$ cat config.mk
export PLATFORM = sky130hd
export DESIGN_NAME = sdt_regs
export DESIGN_NICKNAME = d
export VERILOG_FILES = /design/src/common/sdt_pkg.sv /design/src/core/sdt_regs.sv /design/src/core/sdt_temp_seq.sv
export VERILOG_INCLUDE_DIRS = /design/src /design/src/common
export SDC_FILE = /design/constraint.sdc
export NUM_CORES = 1
export LEC_CHECK = 0
export BUFFER_PORTS_ARGS = -buffer_cell sky130_fd_sc_hd__buf_2
export CAP_MARGIN = 30
export CORE_ASPECT_RATIO = 0.8
export CORE_UTILIZATION = 57
export DETAILED_ROUTE_END_ITERATION = 7
export GPL_TIMING_DRIVEN = 1
export PLACE_DENSITY_LB_ADDON = 0.2
export SLEW_MARGIN = 20
export SYNTH_ARGS = -nofsm -noshare
export SYNTH_HDL_FRONTEND = slang
export SYNTH_HIERARCHICAL = 1
export SYNTH_SLANG_ARGS = --single-unit
$ cat constraint.sdc
create_clock -name clk -period 1.85 [get_ports clk]
set_input_delay 0.185 -clock clk [delete_from_list [all_inputs] [get_ports clk]]
set_output_delay 0.185 -clock clk [all_outputs]
set_load 0.02 [all_outputs]
$ cat src/common/sdt_defines.svh
// Notes on behaviour
// - override clear: chip logic picks subrange code
// - override set: stored 6-bit code drives ADC
// - stored code ignored while override is clear
// - exposures 1-6 consecutive; bit7 override, bits5:0
// - writing start bit launches exactly one measurement
// - start bit self-clears when measurement finishes
// - integer result read-only two's complement degrees
// - fraction result read-only 4 bits, sixteenths
`ifndef SDT_DEFINES_SVH
`define SDT_DEFINES_SVH

`define SDT_ADDR_EXP1_DAC 8'h2C
`define SDT_ADDR_EXP2_DAC 8'h2D
`define SDT_ADDR_EXP3_DAC 8'h2E
`define SDT_ADDR_EXP4_DAC 8'h2F
`define SDT_ADDR_EXP5_DAC 8'h30
`define SDT_ADDR_EXP6_DAC 8'h31
`define SDT_ADDR_TEMP_CFG 8'h40
`define SDT_ADDR_TEMP_INT 8'h41
`define SDT_ADDR_TEMP_FRACTION_RESULT 8'h42

`define SDT_EXP_COUNT 6
`define SDT_OVR_BIT 7
`define SDT_CODE_MSB 5
`define SDT_CODE_LSB 0
`define SDT_TEMP_START_BIT 0
`define SDT_FRAC_MSB 3

`define SDT_RST_CODE 6'h00
`define SDT_RST_OVR 1'b0
`define SDT_RST_INT 8'h00
`define SDT_RST_FRAC 4'h0
`define SDT_RST_BYTE 8'h00

`endif

$ cat src/common/sdt_pkg.sv
package sdt_pkg;

    typedef logic [5:0] sdt_code_t;
    typedef logic [2:0] sdt_exp_idx_t;

    typedef enum logic [1:0] {
        SDT_IDLE = 2'b00,
        SDT_CONV = 2'b01,
        SDT_DONE = 2'b10
    } sdt_temp_state_t;

endpackage

$ cat src/core/sdt_regs.sv
`timescale 1ns/10ps
`include "sdt_defines.svh"

module sdt_regs
    import sdt_pkg::*;
#(
    parameter int EXP_COUNT = `SDT_EXP_COUNT
)
(
    input wire logic clk,
    input wire logic rst,
    input wire logic [7:0] reg_addr,
    input wire logic reg_wr,
    input wire logic [7:0] reg_wdata,
    input wire logic reg_rd,
    output logic [7:0] reg_rdata,
    output logic reg_rvalid,
    input wire logic [2:0] exp_index,
    input wire logic [5:0] auto_subrange_code,
    output logic [5:0] subrange_code,
    output logic subrange_override,
    output logic temp_conv_start,
    input wire logic temp_conv_done,
    input wire logic [7:0] temp_int_in,
    input wire logic [3:0] temp_fraction_result_in
);

    // slot 0..5 for exposures 1..6, EXP_COUNT when not an exposure
    function automatic logic [2:0] exp_slot(input logic [7:0] addr);
        logic [7:0] rel;
        rel = addr - `SDT_ADDR_EXP1_DAC;
        if (addr >= `SDT_ADDR_EXP1_DAC && rel < 8'(EXP_COUNT)) begin
            exp_slot = rel[2:0];
        end else begin
            exp_slot = 3'(EXP_COUNT);
        end
    endfunction

    logic ovr_reg [EXP_COUNT];
    logic ovr_next [EXP_COUNT];
    sdt_code_t code_reg [EXP_COUNT];
    sdt_code_t code_next [EXP_COUNT];
    logic [2:0] wr_slot;
    logic [2:0] rd_slot;

    assign wr_slot = exp_slot(reg_addr);
    assign rd_slot = exp_slot(reg_addr);

    genvar g;
    generate
        for (g = 0; g < EXP_COUNT; g++) begin : g_exp
            always_comb begin
                ovr_next[g] = ovr_reg[g];
                code_next[g] = code_reg[g];
                if (reg_wr && wr_slot == 3'(g)) begin
                    ovr_next[g] = reg_wdata[`SDT_OVR_BIT];
                    // bit 6 is reserved and never stored
                    code_next[g] =
                        reg_wdata[`SDT_CODE_MSB:`SDT_CODE_LSB];
                end
            end

            always_ff @(posedge clk or posedge rst) begin
                if (rst) begin
                    ovr_reg[g] <= `SDT_RST_OVR;
                    code_reg[g] <= `SDT_RST_CODE;
                end else begin
                    ovr_reg[g] <= ovr_next[g];
                    code_reg[g] <= code_next[g];
                end
            end
        end
    endgenerate

    // code applied to the readout ADC in the current exposure
    logic [5:0] dac_code_reg, dac_code_next;
    logic dac_ovr_reg, dac_ovr_next;
    logic exp_valid;

    assign exp_valid = (exp_index < 3'(EXP_COUNT));

    always_comb begin
        dac_code_next = auto_subrange_code;
        dac_ovr_next = 1'b0;
        if (exp_valid && ovr_reg[exp_index]) begin
            dac_code_next = code_reg[exp_index];
            dac_ovr_next = 1'b1;
        end
        // stored code is not even looked at without override
    end

    always_ff @(posedge clk or posedge rst) begin
        if (rst) begin
            dac_code_reg <= `SDT_RST_CODE;
            dac_ovr_reg <= 1'b0;
        end else begin
            dac_code_reg <= dac_code_next;
            dac_ovr_reg <= dac_ovr_next;
        end
    end

    assign subrange_code = dac_code_reg;
    assign subrange_override = dac_ovr_reg;

    // temperature measurement
    logic temp_start_req;
    logic temp_busy;
    logic [7:0] temp_int;
    logic [3:0] temp_fraction_result;

    assign temp_start_req = reg_wr && reg_addr == `SDT_ADDR_TEMP_CFG &&
        reg_wdata[`SDT_TEMP_START_BIT];

    sdt_temp_seq u_temp (
        .clk(clk),
        .rst(rst),
        .start_req(temp_start_req),
        .conv_done(temp_conv_done),
        .int_in(temp_int_in),
        .frac_in(temp_fraction_result_in),
        .conv_start(temp_conv_start),
        .busy(temp_busy),
        .int_result(temp_int),
        .frac_result(temp_fraction_result)
    );

    // read port, one cycle latency
    logic [7:0] rdata_reg, rdata_next;
    logic rvalid_reg, rvalid_next;

    always_comb begin
        rdata_next = rdata_reg;
        rvalid_next = reg_rd;
        if (reg_rd) begin
            rdata_next = `SDT_RST_BYTE;
            if (rd_slot < 3'(EXP_COUNT)) begin
                rdata_next[`SDT_OVR_BIT] = ovr_reg[rd_slot];
                rdata_next[`SDT_CODE_MSB:`SDT_CODE_LSB] =
                    code_reg[rd_slot];
            end else begin
                unique case (reg_addr)
                    `SDT_ADDR_TEMP_CFG:
                        rdata_next[`SDT_TEMP_START_BIT] = temp_busy;
                    `SDT_ADDR_TEMP_INT:
                        rdata_next = temp_int;
                    `SDT_ADDR_TEMP_FRACTION_RESULT:
                        rdata_next[`SDT_FRAC_MSB:0] = temp_fraction_result;
                    default:
                        rdata_next = `SDT_RST_BYTE;
                endcase
            end
        end
    end

    always_ff @(posedge clk or posedge rst) begin
        if (rst) begin
            rdata_reg <= `SDT_RST_BYTE;
            rvalid_reg <= 1'b0;
        end else begin
            rdata_reg <= rdata_next;
            rvalid_reg <= rvalid_next;
        end
    end

    assign reg_rdata = rdata_reg;
    assign reg_rvalid = rvalid_reg;
endmodule

$ cat src/core/sdt_temp_seq.sv
`timescale 1ns/10ps
`include "sdt_defines.svh"

module sdt_temp_seq
    import sdt_pkg::*;
(
    input wire logic clk,
    input wire logic rst,
    input wire logic start_req,
    input wire logic conv_done,
    input wire logic [7:0] int_in,
    input wire logic [3:0] frac_in,
    output logic conv_start,
    output logic busy,
    output logic [7:0] int_result,
    output logic [3:0] frac_result
);

    sdt_temp_state_t state_reg, state_next;
    logic start_reg, start_next;
    logic [7:0] int_reg, int_next;
    logic [3:0] frac_reg, frac_next;

    always_comb begin
        state_next = state_reg;
        start_next = 1'b0;
        int_next = int_reg;
        frac_next = frac_reg;
        unique case (state_reg)
            SDT_IDLE: begin
                if (start_req) begin
                    state_next = SDT_CONV;
                    start_next = 1'b1;
                end
            end
            SDT_CONV: begin
                // a repeated start while converting adds nothing
                if (conv_done) begin
                    int_next = int_in;
                    frac_next = frac_in;
                    state_next = SDT_DONE;
                end
            end
            SDT_DONE: begin
                // a start landing on the clearing cycle wins
                if (start_req) begin
                    state_next = SDT_CONV;
                    start_next = 1'b1;
                end else begin
                    state_next = SDT_IDLE;
                end
            end
            default: state_next = SDT_IDLE;
        endcase
    end

    always_ff @(posedge clk or posedge rst) begin
        if (rst) begin
            state_reg <= SDT_IDLE;
            start_reg <= 1'b0;
            int_reg <= `SDT_RST_INT;
            frac_reg <= `SDT_RST_FRAC;
        end else begin
            state_reg <= state_next;
            start_reg <= start_next;
            int_reg <= int_next;
            frac_reg <= frac_next;
        end
    end

    assign conv_start = start_reg;
    assign busy = (state_reg != SDT_IDLE);
    assign int_result = int_reg;
    assign frac_result = frac_reg;
endmodule

# Yosys cells after proc, flatten, opt, wreduce, memory -nomap -nowiden
# Cells that the tools add are included.
classes:
  addsub: 1
  n_lt_le_gt_ge: 6
  eq_ne: 12
  muxes: 27
  bitwise_logic: 2
  n_reduce_logical: 16
op_table:
  columns: ["op", "n"]
  rows:
  - ["6-bit binary-select mux with 3-bit select", 2]
  - ["6-bit two-way mux", 6]
  - ["8-bit by 7-bit == test with 1-bit output, second input constant", 3]
  - ["1-bit logical AND", 10]
  - ["1-bit two-way mux", 10]
  - ["4-bit >= comparator, second input constant", 2]
  - ["8-bit by 6-bit >= comparator with 1-bit output, second input constant", 1]
  - ["8-bit by 3-bit less-than comparator with 1-bit output, second input constant", 1]
  - ["3-bit NOT with 4-bit output", 2]
  - ["8-bit by 6-bit subtractor with 8-bit output, second input constant", 1]
  - ["1-bit binary-select mux with 3-bit select", 2]
  - ["3-bit by 2-bit == test with 1-bit output, second input constant", 2]
  - ["3-bit == test, second input constant", 2]
  - ["3-bit less-than comparator, second input constant", 2]
  - ["2-bit one-hot mux with 3 select lines", 1]
  - ["3-bit one-hot mux with 2 select lines", 1]
  - ["2-bit two-way mux", 2]
  - ["4-bit two-way mux", 1]
  - ["2-bit != test, second input constant", 2]
  - ["2-bit AND reduction", 2]
  - ["3-bit by 1-bit == test with 1-bit output, second input constant", 1]
  - ["3-bit zero test", 1]
  - ["3-bit two-way mux", 1]
  - ["1-bit one-hot mux with 3 select lines", 1]
  - ["5 further kinds", 5]
totals:
  register_bits: 73
  output_inout_bits: 17

# Depth between registers and ports, before layout
# Gate-level depths: netlist of the first run.
logic_depth:
  word_depth: 9
  ltp_mapped: 8

# By module
# The synthesis of the first run kept the hierarchy.
modules_own_cells:
  columns: ["module", "instances", "cells_per_inst", "area_each_um2", "seq_area_each_um2"]
  rows:
  - ["sdt_regs", 1, 243, 3235.6, 1451.4]
  - ["sdt_temp_seq", 1, 35, 610.6, 375.4]

# Worst setup path after synthesis of the first run
# OpenSTA, ideal clock, no wires.
synth_path:
  path_type: "input port to flip-flop"
  start: "input port reg_addr[2]"
  end: "register code_reg[0] (netlist bit)"
  setup_time_ps: 125
  t_arrival_ps: 1923
  t_required_ps: 1725
  setup_slack_ps: -198
  path_stages: 7
  n_path_buf: 1
  cell_sequence: "buf_6 > inv_1 > ha_1 > nor2_1 > nand3_4 > nor4_4 > mux2_2"
synth_between:
  elab_chain_len: 6
  elab_cells_between_ends: 7
  cone_classes: "add/sub (1); order compare (2); eq/ne (1); mux (1); reduce/logical (2)"
synth_lines:
  columns: ["element", "line", "source"]
  rows:
  - ["from (decl)", "sdt_regs.sv:12", "input wire logic [7:0] reg_addr,"]
  - ["8-bit by 6-bit subtractor with 8-bit output (no line)", null, null]
  - ["8-bit by 3-bit less-than comparator with 1-bit output", "sdt_regs.sv:32", "if (addr >= `SDT_ADDR_EXP1_DAC && rel < 8'(EXP_COUNT)) begin"]
  - ["1-bit logical AND", "sdt_regs.sv:32", null]
  - ["3-bit two-way mux *", "sdt_regs.sv:32", null]
  - ["3-bit == test *", "sdt_regs.sv:55", "if (reg_wr && wr_slot == 3'(g)) begin"]
  - ["1-bit logical AND *", "sdt_regs.sv:55", null]
  - ["to (signal, indexed assignment)", "sdt_regs.sv:66", "code_reg[g] <= `SDT_RST_CODE;"]
  - ["to (signal, indexed assignment)", "sdt_regs.sv:69", "code_reg[g] <= code_next[g];"]
  - ["to (decl)", "sdt_regs.sv:41", "sdt_code_t code_reg [EXP_COUNT];"]
# Mark *: on every way between the ends. The rest lies on a longest branch, timed or not.
# A chain may end at the register's enable or synchronous reset.

# Final worst setup path of the first run
layout_path:
  start: "input port reg_addr[2]"
  end: "register rdata_reg[3], in the netlist reg_rdata[3]"
layout_between:
  elab_chain_len: 9
  elab_cells_between_ends: 14
  cone_classes: "add/sub (1); order compare (3); eq/ne (2); mux (6); bitwise (1); reduce/logical (1)"
layout_lines:
  columns: ["element", "line", "source"]
  rows:
  - ["8-bit by 6-bit subtractor with 8-bit output (no line)", null, null]
  - ["8-bit by 3-bit less-than comparator with 1-bit output", "sdt_regs.sv:32", null]
  - ["1-bit logical AND", "sdt_regs.sv:32", null]
  - ["3-bit two-way mux", "sdt_regs.sv:32", null]
  - ["3-bit NOT with 4-bit output (not written as such)", "sdt_regs.sv:139", "code_reg[rd_slot];"]
  - ["6-bit binary-select mux with 3-bit select", "sdt_regs.sv:139", null]
  - ["6-bit two-way mux (not written as such) (2 in series)", "sdt_regs.sv:139", null]
  - ["6-bit two-way mux *", "sdt_regs.sv:136", "if (rd_slot < 3'(EXP_COUNT)) begin"]
  - ["to (signal assigned)", "sdt_regs.sv:157", "rdata_reg <= `SDT_RST_BYTE;"]
  - ["to (signal assigned)", "sdt_regs.sv:160", "rdata_reg <= rdata_next;"]
  - ["to (decl)", "sdt_regs.sv:128", "logic [7:0] rdata_reg, rdata_next;"]
# Mark *: on every way between the ends. The rest lies on a longest branch, timed or not. The select of a mux whose other input is x is not followed.

==> results list, run 1 <==
* Setup repair after global routing missed its margin: false
- The worst setup path is launched from a primary input.
- Across the run, the number of max-cap violations was 0.
* Synth area leaders: sky130_fd_sc_hd__dfrtp_1 (47%), sky130_fd_sc_hd__mux2_2 (18%), sky130_fd_sc_hd__mux4_2 (6.4%), sky130_fd_sc_hd__mux2_4 (3.5%), sky130_fd_sc_hd__mux2i_1 (2.1%)
- Pin count of the biggest net entering global routing: 29
- For this run, the slowest stage of the critical path takes 0.60 ns.
- Number of instances in the synthesized netlist: 278
- For this design, the slowest cell found on the critical path is sky130_fd_sc_hd__a2111oi_1.
* Status: finished clean
* Crit path capture type: flip-flop
- The die is 93.8 µm wide.
- Number of max-slew violations in the final report: 0
- Hold WC Path Type: in -> reg
- The finished cells cover 4720 µm².
- After detailed placement, the total cell area comes to between 4000 and 5000 µm².
- Cell area power density: 739 nW/µm²
- Cells traversed along the worst timing path: buf_2 -> ha_1 -> a2bb2oi_2 -> nand4_1 -> a2111oi_1 -> buf_4 -> a221o_1
- The final layout contains routed wiring with a total length of 9080 µm.
* Post-synth top area cell: sky130_fd_sc_hd__dfrtp_1
- After detailed routing, the number of vias per cell comes to 6.00.
* Post-synthesis area per instance: 13.8 µm²
- Most used flip-flop cell after synthesis: sky130_fd_sc_hd__dfrtp_1
* Synth Cell Area: 3850 µm²
- Detailed routing inserted a total of about 2800 vias.
- After filler insertion, the fill cell instance count of the layout stands at 460.
* Via count of the first global-routing pass: between 2000 and 3000
- Number of DRC violations after detailed-routing iteration 0: 144
* Clk sinks: 73
- Die area: ~7000 µm²
* Count of warnings emitted by yosys: 6
* Wire length of the first global-routing pass: between 10000 and 15000 µm
- Clock Pin Slew Worst Setup and Hold Paths: about 0.08 ns
- In this design, the largest share of critical-path delay is due to compound AO/OA/AOI/OAI gates.
* Reg area: around 1800 µm²
* Number of flip-flops in the largest register: 36
- Number of standard-cell rows in the floorplan: 26
- The later pin in the worst-skew pair is clocked with a latency of 0.35 ns.
- Growth of design area from synthesis to finish: 22.6%
* Worst clock skew: 0.0105 ns
- Port bufs: 57
- Die boundary height: 75.5 µm
- Arrival time of data at the critical path endpoint: 2.00 ns
- Beginning of the critical path: reg_addr[2]
- Transition time of the tightest slew-check pin: between 0.5 and 0.6 ns
* Final Cycle Share: 0.928
- 0 antenna diodes ended up in the layout.
* Normalized max-slew margin: 0.608
- Htree depth: 3
- TritonCTS clock tree: yes
* Shortest clock period the worst path allows after layout: between 1.5 and 2 ns
- Summed over all cells, the static leakage comes to 2.41 nW.
* Maximum operating frequency: 583 MHz
- Counting distinct cell types in the post-synthesis netlist gives 50.
- Buffers inserted by post-CTS timing repair: 0
* Buffering stage count on the worst path with inverters included: 2
- Starting density of the core: 0.597
* Placed Instances: between 400 and 500
* Hold Startpoint: reg_rd
- The count of nets left with antenna violations once routing finished came out at 0.
- Total nets after synthesis: around 320
- Leaving out fill and tap cells, the most frequent cell in the layout is sky130_fd_sc_hd__dfrtp_1.
* Share of the synthesized area in the top cell type: 0.475
- The first TritonRoute pass finished after 4 iterations.
* Average wire per standard cell: 19.8 µm
- The count of endpoints failing hold in the final timing report is 0.
- Across every metal layer, demand over resource in global routing totals 0.276.
* Post-synth EDFFs: 0
* Overall power consumption: 3.49 mW
- The share of the Yosys chip area taken by registers is 0.475.
- Final global-route overflow total: 0
- Final Non-Filler Cells: about 460
* Worst hold-check slack: 0.0275 ns
- Of all nets on the critical path, the largest fanout is 4.
- In the layout the commonest cells are sky130_fd_sc_hd__dfrtp_1 (73), sky130_fd_sc_hd__buf_2 (57), sky130_fd_sc_hd__mux2_2 (56), sky130_fd_sc_hd__buf_4 (33), sky130_fd_sc_hd__mux2_4 (16).
- In the final layout, the share of cells above drive strength 1 is 0.571.
- For the worst setup path, the data required time is between 2 and 2.5 ns.
- The synthesized design contains 73 register bits.
- At the end of the flow, the number of nets in the layout was approximately 410.
- Initial antenna violation count: 0
- Area of the core: 6440 µm²
* Async set-reset flop share out of synthesis: 1.00
- The multi-input combinational cells in the finished layout cover a total of 1960 µm².
- Clock root buffer: sky130_fd_sc_hd__clkbuf_8
- Counting the buffers created by CTS gives 9.
* Buffer levels on the longest clock path: 2
- Setup violations remaining at the end of the flow were counted as 0.
- Across all register-to-register paths, the minimum setup slack is 0.19 ns.
- The startpoint identified for the worst register-to-register timing path is ovr_reg[2].
* VDD IR max: 0.517 mV
- In this run the count of I/O pins placed on the die edge is 59.
- After detailed routing, the number of remaining DRC violations is 0.
* RePlAce Congestion: about 0.83
* HPWL Detailed: 6840 µm
* Worst Setup Path Type: in -> reg
-- cell usage after synthesis, types with 2 or more instances --
cell and number:
sky130_fd_sc_hd__mux2_4 9, sky130_fd_sc_hd__mux2_2 63, sky130_fd_sc_hd__inv_1 9, sky130_fd_sc_hd__nor3_4 2, sky130_fd_sc_hd__nand2_1 10, sky130_fd_sc_hd__dfrtp_1 73, sky130_fd_sc_hd__buf_2 5, sky130_fd_sc_hd__or2_2 3
sky130_fd_sc_hd__nor3_1 3, sky130_fd_sc_hd__nor2_1 6, sky130_fd_sc_hd__and3_1 3, sky130_fd_sc_hd__a21oi_1 8, sky130_fd_sc_hd__o21ai_0 6, sky130_fd_sc_hd__ha_1 2, sky130_fd_sc_hd__mux4_2 11, sky130_fd_sc_hd__nand4_2 2
sky130_fd_sc_hd__mux2i_1 8, sky130_fd_sc_hd__nor2b_1 3, sky130_fd_sc_hd__nor3b_1 2, sky130_fd_sc_hd__buf_6 3, sky130_fd_sc_hd__a22o_1 4, sky130_fd_sc_hd__nand4_1 6, sky130_fd_sc_hd__a22oi_1 3, sky130_fd_sc_hd__a221o_1 6
sky130_fd_sc_hd__a2111oi_0 2, sky130_fd_sc_hd__clkbuf_1 2
-- routing by layer --
metal | up-vias | global-route usage | part of all wire
li1 | 1240 | - | -
met1 | 1409 | 0.380 | 0.46
met2 | 87 | 0.434 | 0.47
met3 | 19 | 0.0559 | 0.039
met4 | 0 | 0.115 | 0.026
met5 | - | 0 | 0
-- path summary, 6_finish.rpt --
kind                                    endpoint  cells after the start
max in group asynchronous       subrange_code[5]                      4
worst min-delay path                  reg_rvalid                      1
min in group asynchronous           reg_rdata[0]                      3
worst max register to register  subrange_code[5]                      4
worst max-delay path                reg_rdata[3]                      7
worst min register to register      reg_rdata[0]                      2
-- metrics by stage --
step	utilization	TNS [ns]	setup slack (ns)
global placement	0.699	-1.14	-0.240
detailed placement	0.699	-3.42	-0.244
finish	0.732	0	0.134
floorplan	-	-0.114	-0.0163
global route	0.732	0	0.0441
CTS	0.732	0	0.101
-- cell type report --
class	count	area share
multi-input combinational	184	0.415
sequential	73	0.387
timing repair buffer	93	0.124
clock buffer	11	0.0321
tap	84	0.0223
clock inverter	5	0.0114
inverter	9	0.00875
-- logic make-up (layout without fill, tap and decap cells) --
| group | Yosys count | after routing | synth area share |
|---|---|---|---|
| buf+inv | 21 | 118 | 0.0290 |
| mux | 92 | 92 | 0.308 |
| fa+ha+maj | 2 | 2 | 0.00651 |
| simple gates | 52 | 52 | 0.102 |
| compound gates | 38 | 38 | 0.0794 |
| flops | 73 | 73 | 0.475 |
-- report_power, final --
group	internal [mW]	leakage, nW	switching (mW)
registers	1.67	0.995	0.0512
logic	0.240	1.30	0.244
clock network	0.692	0.109	0.589
-- repair_timing --
action / 4_1_cts / 5_1_grt
endpoints found under the hold margin: 32 / 0
gates resized for setup: 0 / 1
endpoints found under the setup margin: 0 / 1
hold buffers: 1 / 0
No activity file was read; power rests on OpenSTA's default activity.
==> run 2, diff against run 1 <==
- CAP_MARGIN: 30 -> 20
- CORE_UTILIZATION: 57 -> 60
- clock period: 1.85 -> 2 ns (I/O delays scaled with it)
==> results list, run 2 (synthesized netlist as in run 1, its figures left out) <==
* Hold Startpoint: reg_rd
- Area of the core: 6040 µm²
- Cell area power density: 710 nW/µm²
- Worst hold-check slack: 0.0422 ns
* Slowest cell on the critical path: sky130_fd_sc_hd__mux4_2
- Number of flip-flops in the largest register: 36
- Buffers inserted by post-CTS timing repair: 0
* Io pins: 59
- The number of antenna diodes in the final layout is 0.
- Die boundary height: 73.6 µm
- Leaving out filler cells and counting taps, the final layout contains 449.
* Transition time of the tightest slew-check pin: 0.556 ns
* Routed via count divided by cell count: 5.96
- Clk sinks: 73
- Normalized max-slew margin: 0.620
- For this block, the initial DRC count from the detailed router was 147.
* Number of standard-cell rows in the floorplan: 25
* Wire length of the first global-routing pass: 13700 µm
- The count of buffers added on input and output ports is 57.
- VDD IR max: 0.510 mV
* GRT Total Usage: 0.280
- The path with the worst hold slack has its endpoint at reg_rvalid.
- Via count of the first global-routing pass: approximately 2700
* Residual antenna-violating net count after detailed routing: 0
* Total CTS buffers: 9
- After detailed placement, the design holds a cell count of 432.
- Drt first pass iters: 4
- In the final layout, the share of cells above drive strength 1 is 0.554.
* Shortest clock period the worst path allows after layout: 1.78 ns
- Cells traversed along the worst timing path: mux4_2 -> a21oi_2 -> mux2_2
- Hold WC Path Type: in -> reg
- The worst register-to-register path ends at subrange_code[5].
- Die area: 6740 µm²
- Setup slack of the most critical reg-to-reg path: 0.22 ns
* Cell class contributing the biggest share of worst-path delay: multiplexers
- In the routed design, unresolved DRC markers number 0.
* Final Cycle Share: 0.892
- The routed design has 8420 µm of wire.
- Die width: around 92 µm
- Number of max-slew violations in the final report: 0
- The clock reaches the later pin of the worst-skew pair after 0.36 ns.
- Setup repair after global routing missed its margin: false
- Final global-route overflow total: 0
* Maximum operating frequency: about 560 MHz
- Clock root buffer: sky130_fd_sc_hd__clkbuf_8
* Buffer levels on the longest clock path: 2
* Leading cell type in the layout, fill and taps excluded: sky130_fd_sc_hd__dfrtp_1
* Growth of design area from synthesis to finish: 20.1%
- CTS built an H-tree with a depth of 3.
- Starting density of the core: 0.637
- Number of max-cap violations: 0
- TritonCTS built the clock tree.
* Final Net Count: 407
* Quantity of hold-fixing buffers added after cts: 1
- Entering global routing, the biggest net connects 59 pins.
* Total negative setup slack: 0 ns
* Clock Pin Slew Worst Setup and Hold Paths: 0.08 ns
- At the worst endpoint, the required time is around 2.2 ns.
* Leak Pwr: 2.36 nW
- Dividing the detail-routed wire length by the instance count gives 18.8 µm.
- Count of cells resized by post-cts repair: 0
- Commonest cells after routing, fill and taps aside: sky130_fd_sc_hd__dfrtp_1 (73), sky130_fd_sc_hd__mux2_2 (63), sky130_fd_sc_hd__buf_2 (57), sky130_fd_sc_hd__buf_4 (26), sky130_fd_sc_hd__mux4_2 (11)
- Of all nets on the critical path, the largest fanout is 7.
* Status: finished clean
* Number of failing setup endpoints in the final timing report: 0
- Startpoint of the most critical register-to-register path: ovr_reg[2]
- Worst clock skew: 0.00444 ns
- The worst setup path is launched from a flip-flop.
* Worst Hold Path Cells: 1
* Final Util: 0.765
- For the worst setup path, the data arrival time is 2.03 ns.
* Buffering stage count on the worst path with inverters included: 0
- Initial antenna violation count: 0
- The largest single stage delay on the critical path is 0.52 ns.
* Worst Setup Path Type: reg -> reg
- Hold Violations, Final: 0
- The worst setup path is captured at a flip-flop.
* RePlAce Congestion: ~0.85
- Counting cells, the worst reg-to-reg path comes to 3.
- HPWL Detailed: 6260 µm
- Detailed routing inserted a total of roughly 2700 vias.
## run 2: cell types whose count changed in the layout (fill, tap and decap cells not counted), moves of 2 or more
cell and delta:
sky130_fd_sc_hd__buf_4 -7, sky130_fd_sc_hd__mux2_2 +7, sky130_fd_sc_hd__mux2_4 -7, sky130_fd_sc_hd__clkbuf_8 -2, sky130_fd_sc_hd__clkinv_2 -2
## run 2: worst max path at each step
stage                      from          endpoint  cells after the start
finish               ovr_reg[2]  subrange_code[5]                      3
detailed placement  reg_addr[2]      reg_rdata[3]                      9
global route         ovr_reg[2]  subrange_code[5]                      3
global placement    reg_addr[2]      reg_rdata[3]                      9
CTS                  ovr_reg[2]  subrange_code[5]                      3
floorplan           reg_addr[2]       code_reg[0]                      7
## run 2: layout make-up
| type | count | area [µm²] |
|---|---|---|
| clock buffers | 10 | 128 |
| clock inverters | 6 | 90.1 |
| fillers | 377 | 1420 |
| inverters | 9 | 33.8 |
| multi-input cells | 184 | 1910 |
| flip-flops and latches | 73 | 1830 |
| well taps | 81 | 101 |
| repair buffers | 86 | 531 |
## run 2: power breakdown
group          internal, mW  switching, mW  leakage [nW]
Sequential             1.55         0.0434         0.995
Clock                 0.706          0.566         0.107
Combinational         0.206          0.215          1.26
Total                  2.46          0.824          2.36
## run 2: worst register-to-register path, cell delays in order, from the launching register on
cell and delay, ns:
sky130_fd_sc_hd__dfrtp_1 0.40, sky130_fd_sc_hd__mux4_2 0.52, sky130_fd_sc_hd__a21oi_2 0.37, sky130_fd_sc_hd__mux2_2 0.39
## run 2: through the flow
stage / instance area [µm²] / worst slack [ns] / total power, mW
floorplan: 3850 / 0.0323 / 1.88
global placement: 4390 / -0.0433 / 2.02
detailed placement: 4390 / -0.0225 / 2.04
CTS: 4620 / 0.205 / 3.31
global route: 4620 / 0.119 / 3.41
finish: 4620 / 0.215 / 3.28
## run 2: per-layer routing
metal  wire (µm)  up-vias  share of wire  track usage
li1            -     1233              -            -
met1        3670     1339           0.44        0.372
met2        4030       88           0.48        0.443
met3         578       17          0.069       0.0839
met4         138        0          0.016       0.0988
met5           0        -              0            0
